**src/hw/hril_params.svh**
```systemverilog
// Purpose: Offsets, field positions, reset values and timing counts of the host register block
// Assumes: 12-bit byte address, 16-bit data path with two byte lanes
// Notes: Definitions only
`ifndef HRIL_PARAMS_SVH
`define HRIL_PARAMS_SVH

// =====================================================================
// Address map
`define HRIL_OFF_INT 12'h000
`define HRIL_MBX_BASE 12'h080
`define HRIL_MBX_LAST 12'h0fc
`define HRIL_MBX_CH_LSB 2
`define HRIL_MBX_CHANS 32

// =====================================================================
// Interrupt register fields
`define HRIL_INT_EN_BIT 0
`define HRIL_INT_PEND_BIT 1
`define HRIL_INT_REL_BIT 15
`define HRIL_INT_RESET 16'h0000

// =====================================================================
// Access timing, in bus clock cycles
`define HRIL_ACC_CYCLES 8

`endif

```
**src/hw/hril_pkg.sv**
```systemverilog
// Purpose: Types shared by the host register block and its submodules
// Assumes: Constants come from hril_params.svh
// Notes: Types only
package hril_pkg;

  // =====================================================================
  // Host target request, captured when the block is idle
  typedef struct packed {
    logic valid;
    logic write;
    logic [11:0] addr;
    logic [1:0] be;
    logic [15:0] wdata;
  } hril_req_type;

  // Host target answer
  typedef struct packed {
    logic done;
    logic retry;
    logic [15:0] rdata;
  } hril_rsp_type;

  // Conversion result written by the acquisition logic
  typedef struct packed {
    logic valid;
    logic [4:0] chan;
    logic [15:0] data;
  } hril_conv_type;

  // =====================================================================
  // Access sequencer, result buffer and interrupt register state
  typedef enum logic [0:0] {HRIL_IDLE, HRIL_BUSY} hril_acc_state_type;

  typedef struct packed {
    hril_acc_state_type st;
    logic [2:0] cnt;
    logic mapped;
    logic busy;
    hril_rsp_type rsp;
  } hril_top_state_type;

  typedef struct packed {
    logic [31:0][1:0][15:0] word;
    logic [31:0][1:0] cnt;
  } hril_mbx_state_type;

  typedef struct packed {
    logic en;
    logic pend;
    logic irq;
  } hril_int_state_type;

endpackage

```
**src/hw/hril_mailbox.sv**
```systemverilog
// Purpose: Per-channel result buffers, one deep single ended, two deep differential
// Assumes: One conversion write per cycle at most
// Notes: Read data is the oldest stored value, zero before any write
`timescale 1ns/10ps
`include "hril_params.svh"
module hril_mailbox (
  input wire logic sys_clk,
  input wire logic arst_n,
  input wire hril_pkg::hril_conv_type conv,
  input wire logic diff_mode,
  input wire logic rd_pop,
  input wire logic [4:0] rd_chan,
  output logic [15:0] rd_data
);
  import hril_pkg::*;

  hril_mbx_state_type q;
  hril_mbx_state_type d;

  // =====================================================================
  // Buffer update; a read pops only a full buffer in differential mode, moving the second level down
  always_comb
  begin
    d = q;
    if (rd_pop && diff_mode && q.cnt[rd_chan] == 2'h2)
    begin
      d.word[rd_chan][0] = q.word[rd_chan][1];
      d.cnt[rd_chan] = 2'h1;
    end
    if (conv.valid)
    begin
      if (!diff_mode)
      begin
        d.word[conv.chan][0] = conv.data;
        d.cnt[conv.chan] = 2'h1;
      end
      else if (d.cnt[conv.chan] == 2'h2)
      begin
        // Full: the oldest value is lost so the newest is never dropped
        d.word[conv.chan][0] = d.word[conv.chan][1];
        d.word[conv.chan][1] = conv.data;
      end
      else
      begin
        d.word[conv.chan][d.cnt[conv.chan][0]] = conv.data;
        d.cnt[conv.chan] = d.cnt[conv.chan] + 2'h1;
      end
    end
  end

  always_ff @(posedge sys_clk or negedge arst_n)
  begin
    if (!arst_n)
      q <= '0;
    else
      q <= d;
  end

  assign rd_data = q.word[rd_chan][0];

  property p_se_one_level;
    @(posedge sys_clk) disable iff (!arst_n)
    conv.valid && !diff_mode |=> q.cnt[$past(conv.chan)] == 2'h1;
  endproperty
  a_se_one_level: assert property (p_se_one_level)
    else $error("single ended buffer not one level");

  property p_diff_two_level;
    @(posedge sys_clk) disable iff (!arst_n)
    conv.valid && diff_mode && q.cnt[conv.chan] == 2'h1 && !rd_pop
      |=> q.cnt[$past(conv.chan)] == 2'h2;
  endproperty
  a_diff_two_level: assert property (p_diff_two_level)
    else $error("differential buffer did not take second value");

endmodule // hril_mailbox

```
**src/hw/hril_intreg.sv**
```systemverilog
// Purpose: Board interrupt register with enable, pending status and release
// Assumes: Write strobe is one cycle, with byte enables
// Notes: Release is a write-one strobe and never stored
`timescale 1ns/10ps
`include "hril_params.svh"
module hril_intreg (
  input wire logic sys_clk,
  input wire logic arst_n,
  input wire logic wr_stb,
  input wire logic [1:0] be,
  input wire logic [15:0] wdata,
  input wire logic irq_event,
  output logic [15:0] rd_val,
  output logic irq_req
);
  import hril_pkg::*;

  hril_int_state_type q;
  hril_int_state_type d;
  logic release_wr;

  assign release_wr = wr_stb && be[1] && wdata[`HRIL_INT_REL_BIT];

  // =====================================================================
  // Enable, pending and request; a new event beats a release in one cycle
  always_comb
  begin
    d = q;
    if (wr_stb && be[0])
      d.en = wdata[`HRIL_INT_EN_BIT];
    if (release_wr)
      d.pend = 1'b0;
    if (irq_event)
      d.pend = 1'b1;
    d.irq = d.pend && d.en;
  end

  always_ff @(posedge sys_clk or negedge arst_n)
  begin
    if (!arst_n)
      q <= '0;
    else
      q <= d;
  end

  // Unused bits and the release bit read as zero
  always_comb
  begin
    rd_val = `HRIL_INT_RESET;
    rd_val[`HRIL_INT_EN_BIT] = q.en;
    rd_val[`HRIL_INT_PEND_BIT] = q.pend;
  end

  assign irq_req = q.irq;

  property p_release_drops;
    @(posedge sys_clk) disable iff (!arst_n)
    release_wr && !irq_event |=> !irq_req && !rd_val[`HRIL_INT_PEND_BIT];
  endproperty
  a_release_drops: assert property (p_release_drops)
    else $error("release did not remove request");

  property p_irq_held;
    @(posedge sys_clk) disable iff (!arst_n)
    irq_req && !release_wr && !(wr_stb && be[0] && !wdata[`HRIL_INT_EN_BIT]) |=> irq_req;
  endproperty
  a_irq_held: assert property (p_irq_held)
    else $error("request dropped without release or disable");

  property p_irq_cause;
    @(posedge sys_clk) disable iff (!arst_n)
    irq_req |-> rd_val[`HRIL_INT_PEND_BIT] && rd_val[`HRIL_INT_EN_BIT];
  endproperty
  a_irq_cause: assert property (p_irq_cause)
    else $error("request without pending and enable");

  property p_unused_zero;
    @(posedge sys_clk) disable iff (!arst_n)
    rd_val[15:2] == 14'h0000;
  endproperty
  a_unused_zero: assert property (p_unused_zero)
    else $error("unused interrupt bits not zero");

  property p_event_pends;
    @(posedge sys_clk) disable iff (!arst_n)
    irq_event ##1 rd_val[`HRIL_INT_EN_BIT] |-> irq_req;
  endproperty
  a_event_pends: assert property (p_event_pends)
    else $error("event not pending");

endmodule // hril_intreg

```
**src/hw/hril_top.sv**
```systemverilog
// Purpose: Host target register access, result buffers and board interrupt
// Assumes: Host holds off new requests while busy is high
// Notes: Every access answers after a fixed span, except a colliding buffer read
//
// What this block does
// - Reads of unassigned addresses in the map return zero.
// - Every access except a colliding buffer read completes in a fixed span of eight clock cycles.
// - Buffer read colliding with a hardware write ends without data; host retries.
// - Buffer holds one value single ended, two values differential.
// - Low byte sits at the even address, high byte at the odd one.
// - Interrupt register at offset zero takes 8-bit or 16-bit accesses.
// - Reset clears every interrupt register bit.
// - Bit 0 enables board interrupts; zero suppresses them all.
// - Bit 1 reads one while an interrupt is pending.
// - Request driven only when pending and enable are both set.
// - Writing one to bit 15 removes the active request.
// - A raised request stays until release or disable.
// - Bits 2 to 14 ignore writes and read as zero.
`timescale 1ns/10ps
`include "hril_params.svh"
module hril_top (
  input wire logic sys_clk,
  input wire logic arst_n,
  input wire hril_pkg::hril_req_type req,
  input wire hril_pkg::hril_conv_type conv,
  input wire logic irq_event,
  input wire logic diff_mode,
  output logic busy,
  output hril_pkg::hril_rsp_type rsp,
  output logic irq_req
);
  import hril_pkg::*;

  // Cycle count at which the done pulse is set up, so it shows in the last cycle
  localparam logic [2:0] DONE_AT = 3'(`HRIL_ACC_CYCLES - 2);

  hril_top_state_type q;
  hril_top_state_type d;

  logic is_int;
  logic is_mbx;
  logic [4:0] chan;
  logic collide;
  logic take;
  logic int_wr;
  logic mbx_pop;
  logic [15:0] int_val;
  logic [15:0] mbx_val;
  logic [15:0] raw;
  logic [15:0] lane;

  // =====================================================================
  // Address decode; bit 0 is ignored and byte enables pick the lane, so both bytes hit one location
  assign is_int = req.addr[11:1] == 11'(`HRIL_OFF_INT >> 1);
  // Compare word addresses so the odd byte of the last buffer decodes too
  assign is_mbx = {req.addr[11:2], 2'b00} >= `HRIL_MBX_BASE
    && {req.addr[11:2], 2'b00} <= `HRIL_MBX_LAST && !req.addr[1];
  assign chan = req.addr[`HRIL_MBX_CH_LSB +: 5];

  // Collision only when the same buffer is written in the very take cycle
  assign collide = !req.write && is_mbx && conv.valid && conv.chan == chan;
  assign take = q.st == HRIL_IDLE && req.valid;
  assign int_wr = take && req.write && is_int;
  assign mbx_pop = take && !req.write && is_mbx && !collide;

  // =====================================================================
  // Read data mux and byte lanes
  always_comb
  begin
    if (is_int)
      raw = int_val;
    else if (is_mbx)
      raw = mbx_val;
    else
      raw = 16'h0000;
    lane = 16'h0000;
    if (req.be[0])
      lane[7:0] = raw[7:0];
    if (req.be[1])
      lane[15:8] = raw[15:8];
  end

  // =====================================================================
  // Result buffers
  hril_mailbox u_mailbox (
    .sys_clk(sys_clk),
    .arst_n(arst_n),
    .conv(conv),
    .diff_mode(diff_mode),
    .rd_pop(mbx_pop),
    .rd_chan(chan),
    .rd_data(mbx_val)
  );

  // Interrupt register
  hril_intreg u_intreg (
    .sys_clk(sys_clk),
    .arst_n(arst_n),
    .wr_stb(int_wr),
    .be(req.be),
    .wdata(req.wdata),
    .irq_event(irq_event),
    .rd_val(int_val),
    .irq_req(irq_req)
  );

  // =====================================================================
  // Access sequencer; data is sampled at take, so a later conversion
  // write cannot tear the answer that is still counting out
  always_comb
  begin
    d = q;
    d.rsp.done = 1'b0;
    d.rsp.retry = 1'b0;
    unique case (q.st)
      HRIL_IDLE:
      begin
        if (take)
        begin
          if (collide)
          begin
            d.rsp.retry = 1'b1;
            d.rsp.rdata = 16'h0000;
          end
          else
          begin
            d.st = HRIL_BUSY;
            d.busy = 1'b1;
            d.cnt = 3'h1;
            d.mapped = is_int || is_mbx;
            d.rsp.rdata = req.write ? 16'h0000 : lane;
          end
        end
      end
      HRIL_BUSY:
      begin
        d.cnt = q.cnt + 3'h1;
        if (q.cnt == DONE_AT)
        begin
          d.st = HRIL_IDLE;
          d.busy = 1'b0;
          d.rsp.done = 1'b1;
        end
      end
    endcase
  end

  always_ff @(posedge sys_clk or negedge arst_n)
  begin
    if (!arst_n)
      q <= '0;
    else
      q <= d;
  end

  assign busy = q.busy;
  assign rsp = q.rsp;

  // =====================================================================
  // Checks
  property p_fixed_span;
    @(posedge sys_clk) disable iff (!arst_n)
    take && !collide |-> ##7 rsp.done;
  endproperty
  a_fixed_span: assert property (p_fixed_span)
    else $error("access did not finish in eight cycles");

  property p_no_early_done;
    @(posedge sys_clk) disable iff (!arst_n)
    take && !collide |=> !rsp.done [*6];
  endproperty
  a_no_early_done: assert property (p_no_early_done)
    else $error("access finished early");

  property p_collide_retry;
    @(posedge sys_clk) disable iff (!arst_n)
    take && collide |=> rsp.retry && !rsp.done && !busy;
  endproperty
  a_collide_retry: assert property (p_collide_retry)
    else $error("colliding read not retried");

  property p_unmapped_zero;
    @(posedge sys_clk) disable iff (!arst_n)
    rsp.done && !q.mapped |-> rsp.rdata == 16'h0000;
  endproperty
  a_unmapped_zero: assert property (p_unmapped_zero)
    else $error("unmapped read not zero");

  property p_low_lane;
    @(posedge sys_clk) disable iff (!arst_n)
    take && !collide && !req.write && req.be == 2'b01
      |-> ##7 rsp.rdata[15:8] == 8'h00;
  endproperty
  a_low_lane: assert property (p_low_lane)
    else $error("even byte access leaked high byte");

  property p_int_read;
    @(posedge sys_clk) disable iff (!arst_n)
    take && !req.write && is_int && req.be == 2'b11
      |-> ##7 rsp.rdata == $past(int_val, 7);
  endproperty
  a_int_read: assert property (p_int_read)
    else $error("interrupt register read wrong");

  // =====================================================================
  // Access timing and read data path
  property p_busy_span;
    @(posedge sys_clk) disable iff (!arst_n)
    take && !collide |=> busy [*6] ##1 !busy;
  endproperty
  a_busy_span: assert property (p_busy_span)
    else $error("busy not high for six cycles then low");

  property p_done_idle;
    @(posedge sys_clk) disable iff (!arst_n)
    rsp.done |-> !busy;
  endproperty
  a_done_idle: assert property (p_done_idle)
    else $error("busy still high in done cycle");

  property p_single_done;
    @(posedge sys_clk) disable iff (!arst_n)
    rsp.done |=> !rsp.done;
  endproperty
  a_single_done: assert property (p_single_done)
    else $error("done lasted more than one cycle");

  property p_retry_cause;
    @(posedge sys_clk) disable iff (!arst_n)
    rsp.retry |-> $past(collide);
  endproperty
  a_retry_cause: assert property (p_retry_cause)
    else $error("retry without a colliding read");

  property p_retry_no_data;
    @(posedge sys_clk) disable iff (!arst_n)
    rsp.retry |-> rsp.rdata == 16'h0000;
  endproperty
  a_retry_no_data: assert property (p_retry_no_data)
    else $error("retry carried data");

  property p_write_no_retry;
    @(posedge sys_clk) disable iff (!arst_n)
    take && req.write |=> !rsp.retry;
  endproperty
  a_write_no_retry: assert property (p_write_no_retry)
    else $error("write was retried");

  property p_high_lane;
    @(posedge sys_clk) disable iff (!arst_n)
    take && !collide && !req.write && req.be == 2'b10
      |-> ##7 rsp.rdata[7:0] == 8'h00;
  endproperty
  a_high_lane: assert property (p_high_lane)
    else $error("odd byte access leaked low byte");

  property p_unmapped_read;
    @(posedge sys_clk) disable iff (!arst_n)
    take && !req.write && !is_int && !is_mbx
      |-> ##7 rsp.rdata == 16'h0000;
  endproperty
  a_unmapped_read: assert property (p_unmapped_read)
    else $error("unassigned address read not zero");

  property p_mbx_read;
    @(posedge sys_clk) disable iff (!arst_n)
    take && !collide && !req.write && is_mbx && req.be == 2'b11
      |-> ##7 rsp.rdata == $past(mbx_val, 7);
  endproperty
  a_mbx_read: assert property (p_mbx_read)
    else $error("buffer read returned wrong value");

  // =====================================================================
  // Interrupt register as seen through the access path
  property p_en_write;
    @(posedge sys_clk) disable iff (!arst_n)
    take && req.write && is_int && req.be[0]
      |=> int_val[`HRIL_INT_EN_BIT] == $past(req.wdata[`HRIL_INT_EN_BIT]);
  endproperty
  a_en_write: assert property (p_en_write)
    else $error("enable write did not land");

  property p_other_write_ignored;
    @(posedge sys_clk) disable iff (!arst_n)
    take && req.write && !is_int && !irq_event
      |=> int_val == $past(int_val);
  endproperty
  a_other_write_ignored: assert property (p_other_write_ignored)
    else $error("write elsewhere changed interrupt register");

  property p_pend_set;
    @(posedge sys_clk) disable iff (!arst_n)
    irq_event |=> int_val[`HRIL_INT_PEND_BIT];
  endproperty
  a_pend_set: assert property (p_pend_set)
    else $error("event did not set pending");

  property p_en_gate;
    @(posedge sys_clk) disable iff (!arst_n)
    !int_val[`HRIL_INT_EN_BIT] |-> !irq_req;
  endproperty
  a_en_gate: assert property (p_en_gate)
    else $error("request raised while disabled");

endmodule // hril_top

```
**config.mk**
```make
export PLATFORM = sky130hd
export DESIGN_NAME = hril_top
export DESIGN_NICKNAME = d
export VERILOG_FILES = /design/src/hw/hril_pkg.sv /design/src/hw/hril_mailbox.sv /design/src/hw/hril_intreg.sv /design/src/hw/hril_top.sv
export VERILOG_INCLUDE_DIRS = /design/src /design/src/hw
export SDC_FILE = /design/constraint.sdc
export NUM_CORES = 2
export LEC_CHECK = 0
export BUFFER_PORTS_ARGS = -buffer_cell sky130_fd_sc_hd__buf_2
export CORE_MARGIN = 5
export CORE_UTILIZATION = 42
export CTS_BUF_LIST = sky130_fd_sc_hd__clkbuf_16
export CTS_CLUSTER_DIAMETER = 100
export CTS_CLUSTER_SIZE = 14
export DETAILED_ROUTE_END_ITERATION = 10
export MAX_ROUTING_LAYER = met4
export PLACE_DENSITY = 0.57
export SLEW_MARGIN = 0
export SYNTH_ARGS = -nofsm -noshare
export SYNTH_HDL_FRONTEND = slang
export SYNTH_HIERARCHICAL = 1
export SYNTH_SLANG_ARGS = --single-unit
export TNS_END_PERCENT = 10
```
**constraint.sdc**
```tcl
create_clock -name sys_clk -period 9.55 [get_ports sys_clk]
set_input_delay 2.3875 -clock sys_clk [delete_from_list [all_inputs] [get_ports sys_clk]]
set_output_delay 2.3875 -clock sys_clk [all_outputs]
set_load 0.01 [all_outputs]
```
; ---- Word level (Yosys, flattened, before mapping)
; Index checks and enable logic that the tools add are counted.
[totals]
register_bits = 1115
inputBits = 58
out_inout_bits = 20
word_cells = 212
[op_classes]
addsub = 2
magnitude_cmp = 8
eq_ne = 7
mux = 52
bitwise = 8
n_reduce_logical = 29
[ops]
columns = cell, n
row1 = bitwise mux 1024 bit, 5
row2 = two-way mux 1088 bit, 3
row3 = two-way mux 1024 bit, 1
row4 = demux 32 bit (select 5 bit), 4
row5 = binary-select mux 32 bit (select 5 bit), 2
row6 = two-way mux 32 bit, 4
row7 = two-way mux 16 bit, 7
row8 = AND 32 bit, 2
row9 = bitwise mux 64 bit, 1
row10 = two-way mux 64 bit, 1
row11 = inverter 32 bit, 2
row12 = bitwise OR 32 bit, 2
row13 = two-way mux 17 bit, 2
row14 = binary-select mux 2 bit (select 5 bit), 2
row15 = demux 2 bit (select 5 bit), 2
row16 = logical AND 1 bit, 20
row17 = demux 16 bit (select 1 bit), 1
row18 = two-way mux 8 bit, 2
row19 = "greater-or-equal comparator 12 x 8 -> 1 bit, second input constant", 1
row20 = "<= comparator 12 x 8 -> 1 bit, second input constant", 1
row21 = "< comparator 5 x 6 -> 1 bit, second input constant", 2
row22 = two-way mux 6 bit, 2
row23 = zero test 11 bit, 1
row24 = "greater-or-equal comparator 5 x 1 -> 1 bit, second input constant", 2
row25 = 18 further kinds, 34

; ---- Depth between registers and ports, before layout
[logic_depth]
ltp_word = 23
ltp_mapped = 28
mapped_depth_nobuf = 21

; ---- Cells and area by module
; Netlist, hierarchy kept.
[by_module_without_submodules]
columns = mod, instances, cells_each, area_per_inst_um2, seq_area_each_um2
row1 = hril_mailbox, 1, 6515, 68819.8, 27226.1
row2 = hril_top, 1, 134, 1336.3, 575.6
row3 = hril_intreg, 1, 24, 236.5, 75.1

; ---- Worst setup path after synthesis
; No wires, ideal clock.
[synth_timing]
path_type = input port to flip-flop
start = in req[19] (netlist bit)
end = reg u_mailbox/q[681] (netlist bit)
setup_time_ns = 0.137
arrival_time_ns = 7.839
required_ns = 9.413
path_slack_ns = 1.574
stages = 26
n_path_buf = 8
path_cell_list = or4_4 -> nor3_4 -> and4bb_2 -> and4_1 -> nand2b_1 -> buf_6 -> buf_4 -> nor4_2 -> o32ai_1 -> o31ai_1 -> or4b_1 -> buf_2 -> nor2_1 -> inv_2 -> clkbuf_1 -> clkbuf_1 -> ha_1 -> inv_2 -> and2_0 -> nand4_1 -> buf_2 -> buf_2 -> nor3_2 -> buf_2 -> o22a_1 -> a21oi_1
[synth_rtl]
columns = element, line
row1 = "start, declared", hril_top.sv:24  ; input wire hril_pkg::hril_req_type req,
row2 = "end signal, assigned", hril_mailbox.sv:54  ; q <= '0;
row3 = "end signal, assigned", hril_mailbox.sv:56  ; q <= d;
row4 = "end, declared", hril_mailbox.sv:17  ; hril_mbx_state_type q;

==> metrics.cfg <==
[routing]
dr.pass1.iters=9
via_per_inst=7.34
dr_total_vias=63700
drc_errors=0
drt_iter0_markers=10500
drt_wl_total_mm=342
ant_nets=0
wl_per_cell_um=39.5

[yosys]
netlist_instances=6673
syn_area_per_cell_um2=10.5
yosysSeqAreaShare=0.396
ys_async_sr_fraction=1.00
synth-main-ff-cell=dfrtp_1
ys_types=96
yosys_register_bits=1114
ys_warn_count=6
syn-cell-area_mm2=0.0704
synth_edf_count=0

[clock_network]
clk_pin_slew_ns=0.07
insertion_delay_ns=0.75
htreeDepth=3
cts_root_buffer=clkbuf_16
hold_buffers=0
cts_tree=done
cts.path.max_buffers=3
cts-resized-gates=0
post-cts-setup-buffers=0
cts_buffers=90
clkSinkCount=1114

[cells_and_area]
nets=6488
fin_util=0.456
area_delta_synth_final_pct=8.11
final_area_mm2=0.0761
fillers=15400
multi_input_area_mm2=0.0397
drive_above_1_share=0.238
area.sequential_mm2=0.0279

[timing]
tightest_slew_ns=1.54
hold_violations=0
clock.fmax_mhz=110
max-slew-margin-rel=-0.0278
finalCritPeriodShare=0.956
finalMaxSlewViolations=1
rsz0062_at_grt=false
setup_tns_ns=0
period_needed_ns=9.13
finalWorstSetupSlack_ns=0.423
skew_ns=0.0529
setup_violations=0

[run_status]
violations=capacitance limit, slew limit
status=finished with violations

[critical_path]
crit-reg2reg-launch=q[23]$_DFF_PN0_
critPathKind=in -> reg
crit_path_end_kind=flop
r2r-end=u_mailbox/q[100]$_DFF_PN0_
start_kind=input port
crit_fanout=42
reg2regPathDepth=21
reg2reg_slack_ns=2.04
required_ns=10.14
cp.arrival_ns=9.71

[run]
drv_cap=1

[min_path]
hp-class=reg -> reg
hold_end=rsp[7]$_DFFE_PN0P_
hold_path_depth=2
hold_path_startpoint=rsp[7]$_DFFE_PN0P_

[die]
num_rows=150
die_area_mm2=0.176
fp.dieW_um=419
die_h_um=419
top_level_ports=78
initial_core_util=0.422
coreArea_mm2=0.167

[power_and_ir_drop]
p_leak_nw=31.9
vdd_drop_max_uv=146
powerDensity_mw_per_mm2=191
total_power_mw=14.6

[placement]
post-place-ws_ns=0.182
dpl.hpwl_mm=225
place_area_mm2=0.0736
portBuffers=62
gp_congestion=1.03

[global_route]
grt_usage=0.390
grt_pass1_wl_mm=475
grt_max_degree=184
grt_pass1_vias=60100
antenna_found_initial=33
overflow=0

-- flip-flops by register name, indices dropped and copies added, names as in the netlist --
| name | flops |
|---|---|
| u_intreg/irq_req | 1 |
| u_mailbox/q | 1088 |
| busy | 1 |
| q | 4 |
| u_intreg/rd_val | 2 |
| rsp | 18 |
-- metal layers --
metal,routed length (um),global-route usage,vias to the layer above
li1,-,-,24800
met1,128000,0.496,32700
met2,137000,0.519,5027
met3,50700,0.150,1195
met4,26600,0.242,0
met5,0,-,-
-- worst max-delay path by stage --
stage	end	cells after the start	from	slack (ns)
2_1_floorplan	u_mailbox/q[681]$_DFF_PN0_	26	req[19]	1.57
3_3_place_gp	u_mailbox/q[777]$_DFF_PN0_	20	req[24]	0.24
3_5_place_dp	u_mailbox/q[329]$_DFF_PN0_	22	req[24]	0.18
4_1_cts	u_mailbox/q[329]$_DFF_PN0_	22	req[24]	0.90
5_1_grt	u_mailbox/q[100]$_DFF_PN0_	22	req[24]	0.57
6_report	u_mailbox/q[100]$_DFF_PN0_	22	req[24]	0.42
-- layout make-up --
type | instances | area share
sequential | 1114 | 0.366
tap | 2204 | 0.0362
clock buffer | 92 | 0.0303
timing repair buffer | 392 | 0.0416
antenna | 29 | 0.000954
clock inverter | 13 | 0.00168
multi-input combinational | 4802 | 0.522
inverter | 27 | 0.00135
-- synth_stat cells (43+ instances only) --
master / n / share of area
nand4_1: 82 / 0.0073
nand2_1: 437 / 0.023
a31oi_1: 48 / 0.0043
nor2_1: 747 / 0.040
o22a_1: 205 / 0.026
o211ai_1: 50 / 0.0053
o21ai_0: 214 / 0.015
dfrtp_1: 1114 / 0.40
a211oi_1: 59 / 0.0063
o311ai_0: 44 / 0.0055
a221oi_1: 72 / 0.0090
a21oi_1: 531 / 0.038
o21a_1: 136 / 0.015
clkbuf_1: 517 / 0.028
nor3_1: 92 / 0.0065
mux2_2: 339 / 0.054
mux2_4: 83 / 0.018
a22oi_1: 247 / 0.026
mux4_2: 395 / 0.13
buf_4: 43 / 0.0046
buf_1: 88 / 0.0047
buf_2: 69 / 0.0049
mux2i_1: 258 / 0.037
mux2_1: 147 / 0.024
-- through the flow --
stage	hold WS, ns	cells
finish	0.486	8673
global route	0.528	8663
CTS	0.489	8644
detailed placement	0.473	8539
global placement	0.470	8539
floorplan	0.457	6686
-- cells by family after synthesis --
logic type | after synthesis | synth area share
AO/OA/AOI/OAI | 1920 | 0.188
other | 1 | 0.0000533
AND/OR/NAND/NOR | 1636 | 0.108
flip-flops | 1114 | 0.396
multiplexers | 1222 | 0.259
XOR/XNOR | 7 | 0.000871
adder cells (fa/ha/maj) | 3 | 0.000533
buffers and inverters | 770 | 0.0476
-- power by group --
group | switching [mW] | total [mW] | leakage, nW | internal, mW
logic | 2.74 | 4.57 | 16.2 | 1.84
clock network | 1.89 | 3.63 | 1.20 | 1.74
registers | 0.747 | 6.36 | 14.6 | 5.62
-- critical path, stage by stage --
cell and delay, ns:
buf_2 0.54, xnor2_1 0.22, nand2_1 0.19, nor2_1 0.09, and4bb_2 0.35, and4_1 0.24, nand2b_2 0.35, nor3_1 1.15
nand2_1 0.75, nand2_1 0.28, mux4_2 0.27, a21oi_1 0.11, and4_1 0.30, ha_4 0.19, inv_2 0.07, and2_0 0.12
nand4_1 0.17, buf_12 0.32, nor3_4 0.99, buf_4 0.36, o22a_1 0.17, a21oi_1 0.05
-- layout by cell type (no fill, tap or decap), types with 44 or more instances in the layout --
master | Yosys | layout
a211oi_1 | 59 | 59
mux2_2 | 339 | 339
a221oi_1 | 72 | 72
nand2_1 | 437 | 435
nor2_1 | 747 | 705
nor3_1 | 92 | 87
buf_4 | 43 | 306
o22a_1 | 205 | 205
dfrtp_1 | 1114 | 1114
mux2_1 | 147 | 147
nand4_1 | 82 | 82
mux2i_1 | 258 | 258
mux4_2 | 395 | 395
a31oi_1 | 48 | 48
a22oi_1 | 247 | 247
mux2_4 | 83 | 83
buf_2 | 69 | 55
clkbuf_16 | 0 | 92
o211ai_1 | 50 | 50
o21a_1 | 136 | 136
o311ai_0 | 44 | 44
a21oi_1 | 531 | 530
o21ai_0 | 214 | 209
No activity file was read; power rests on OpenSTA's default activity.
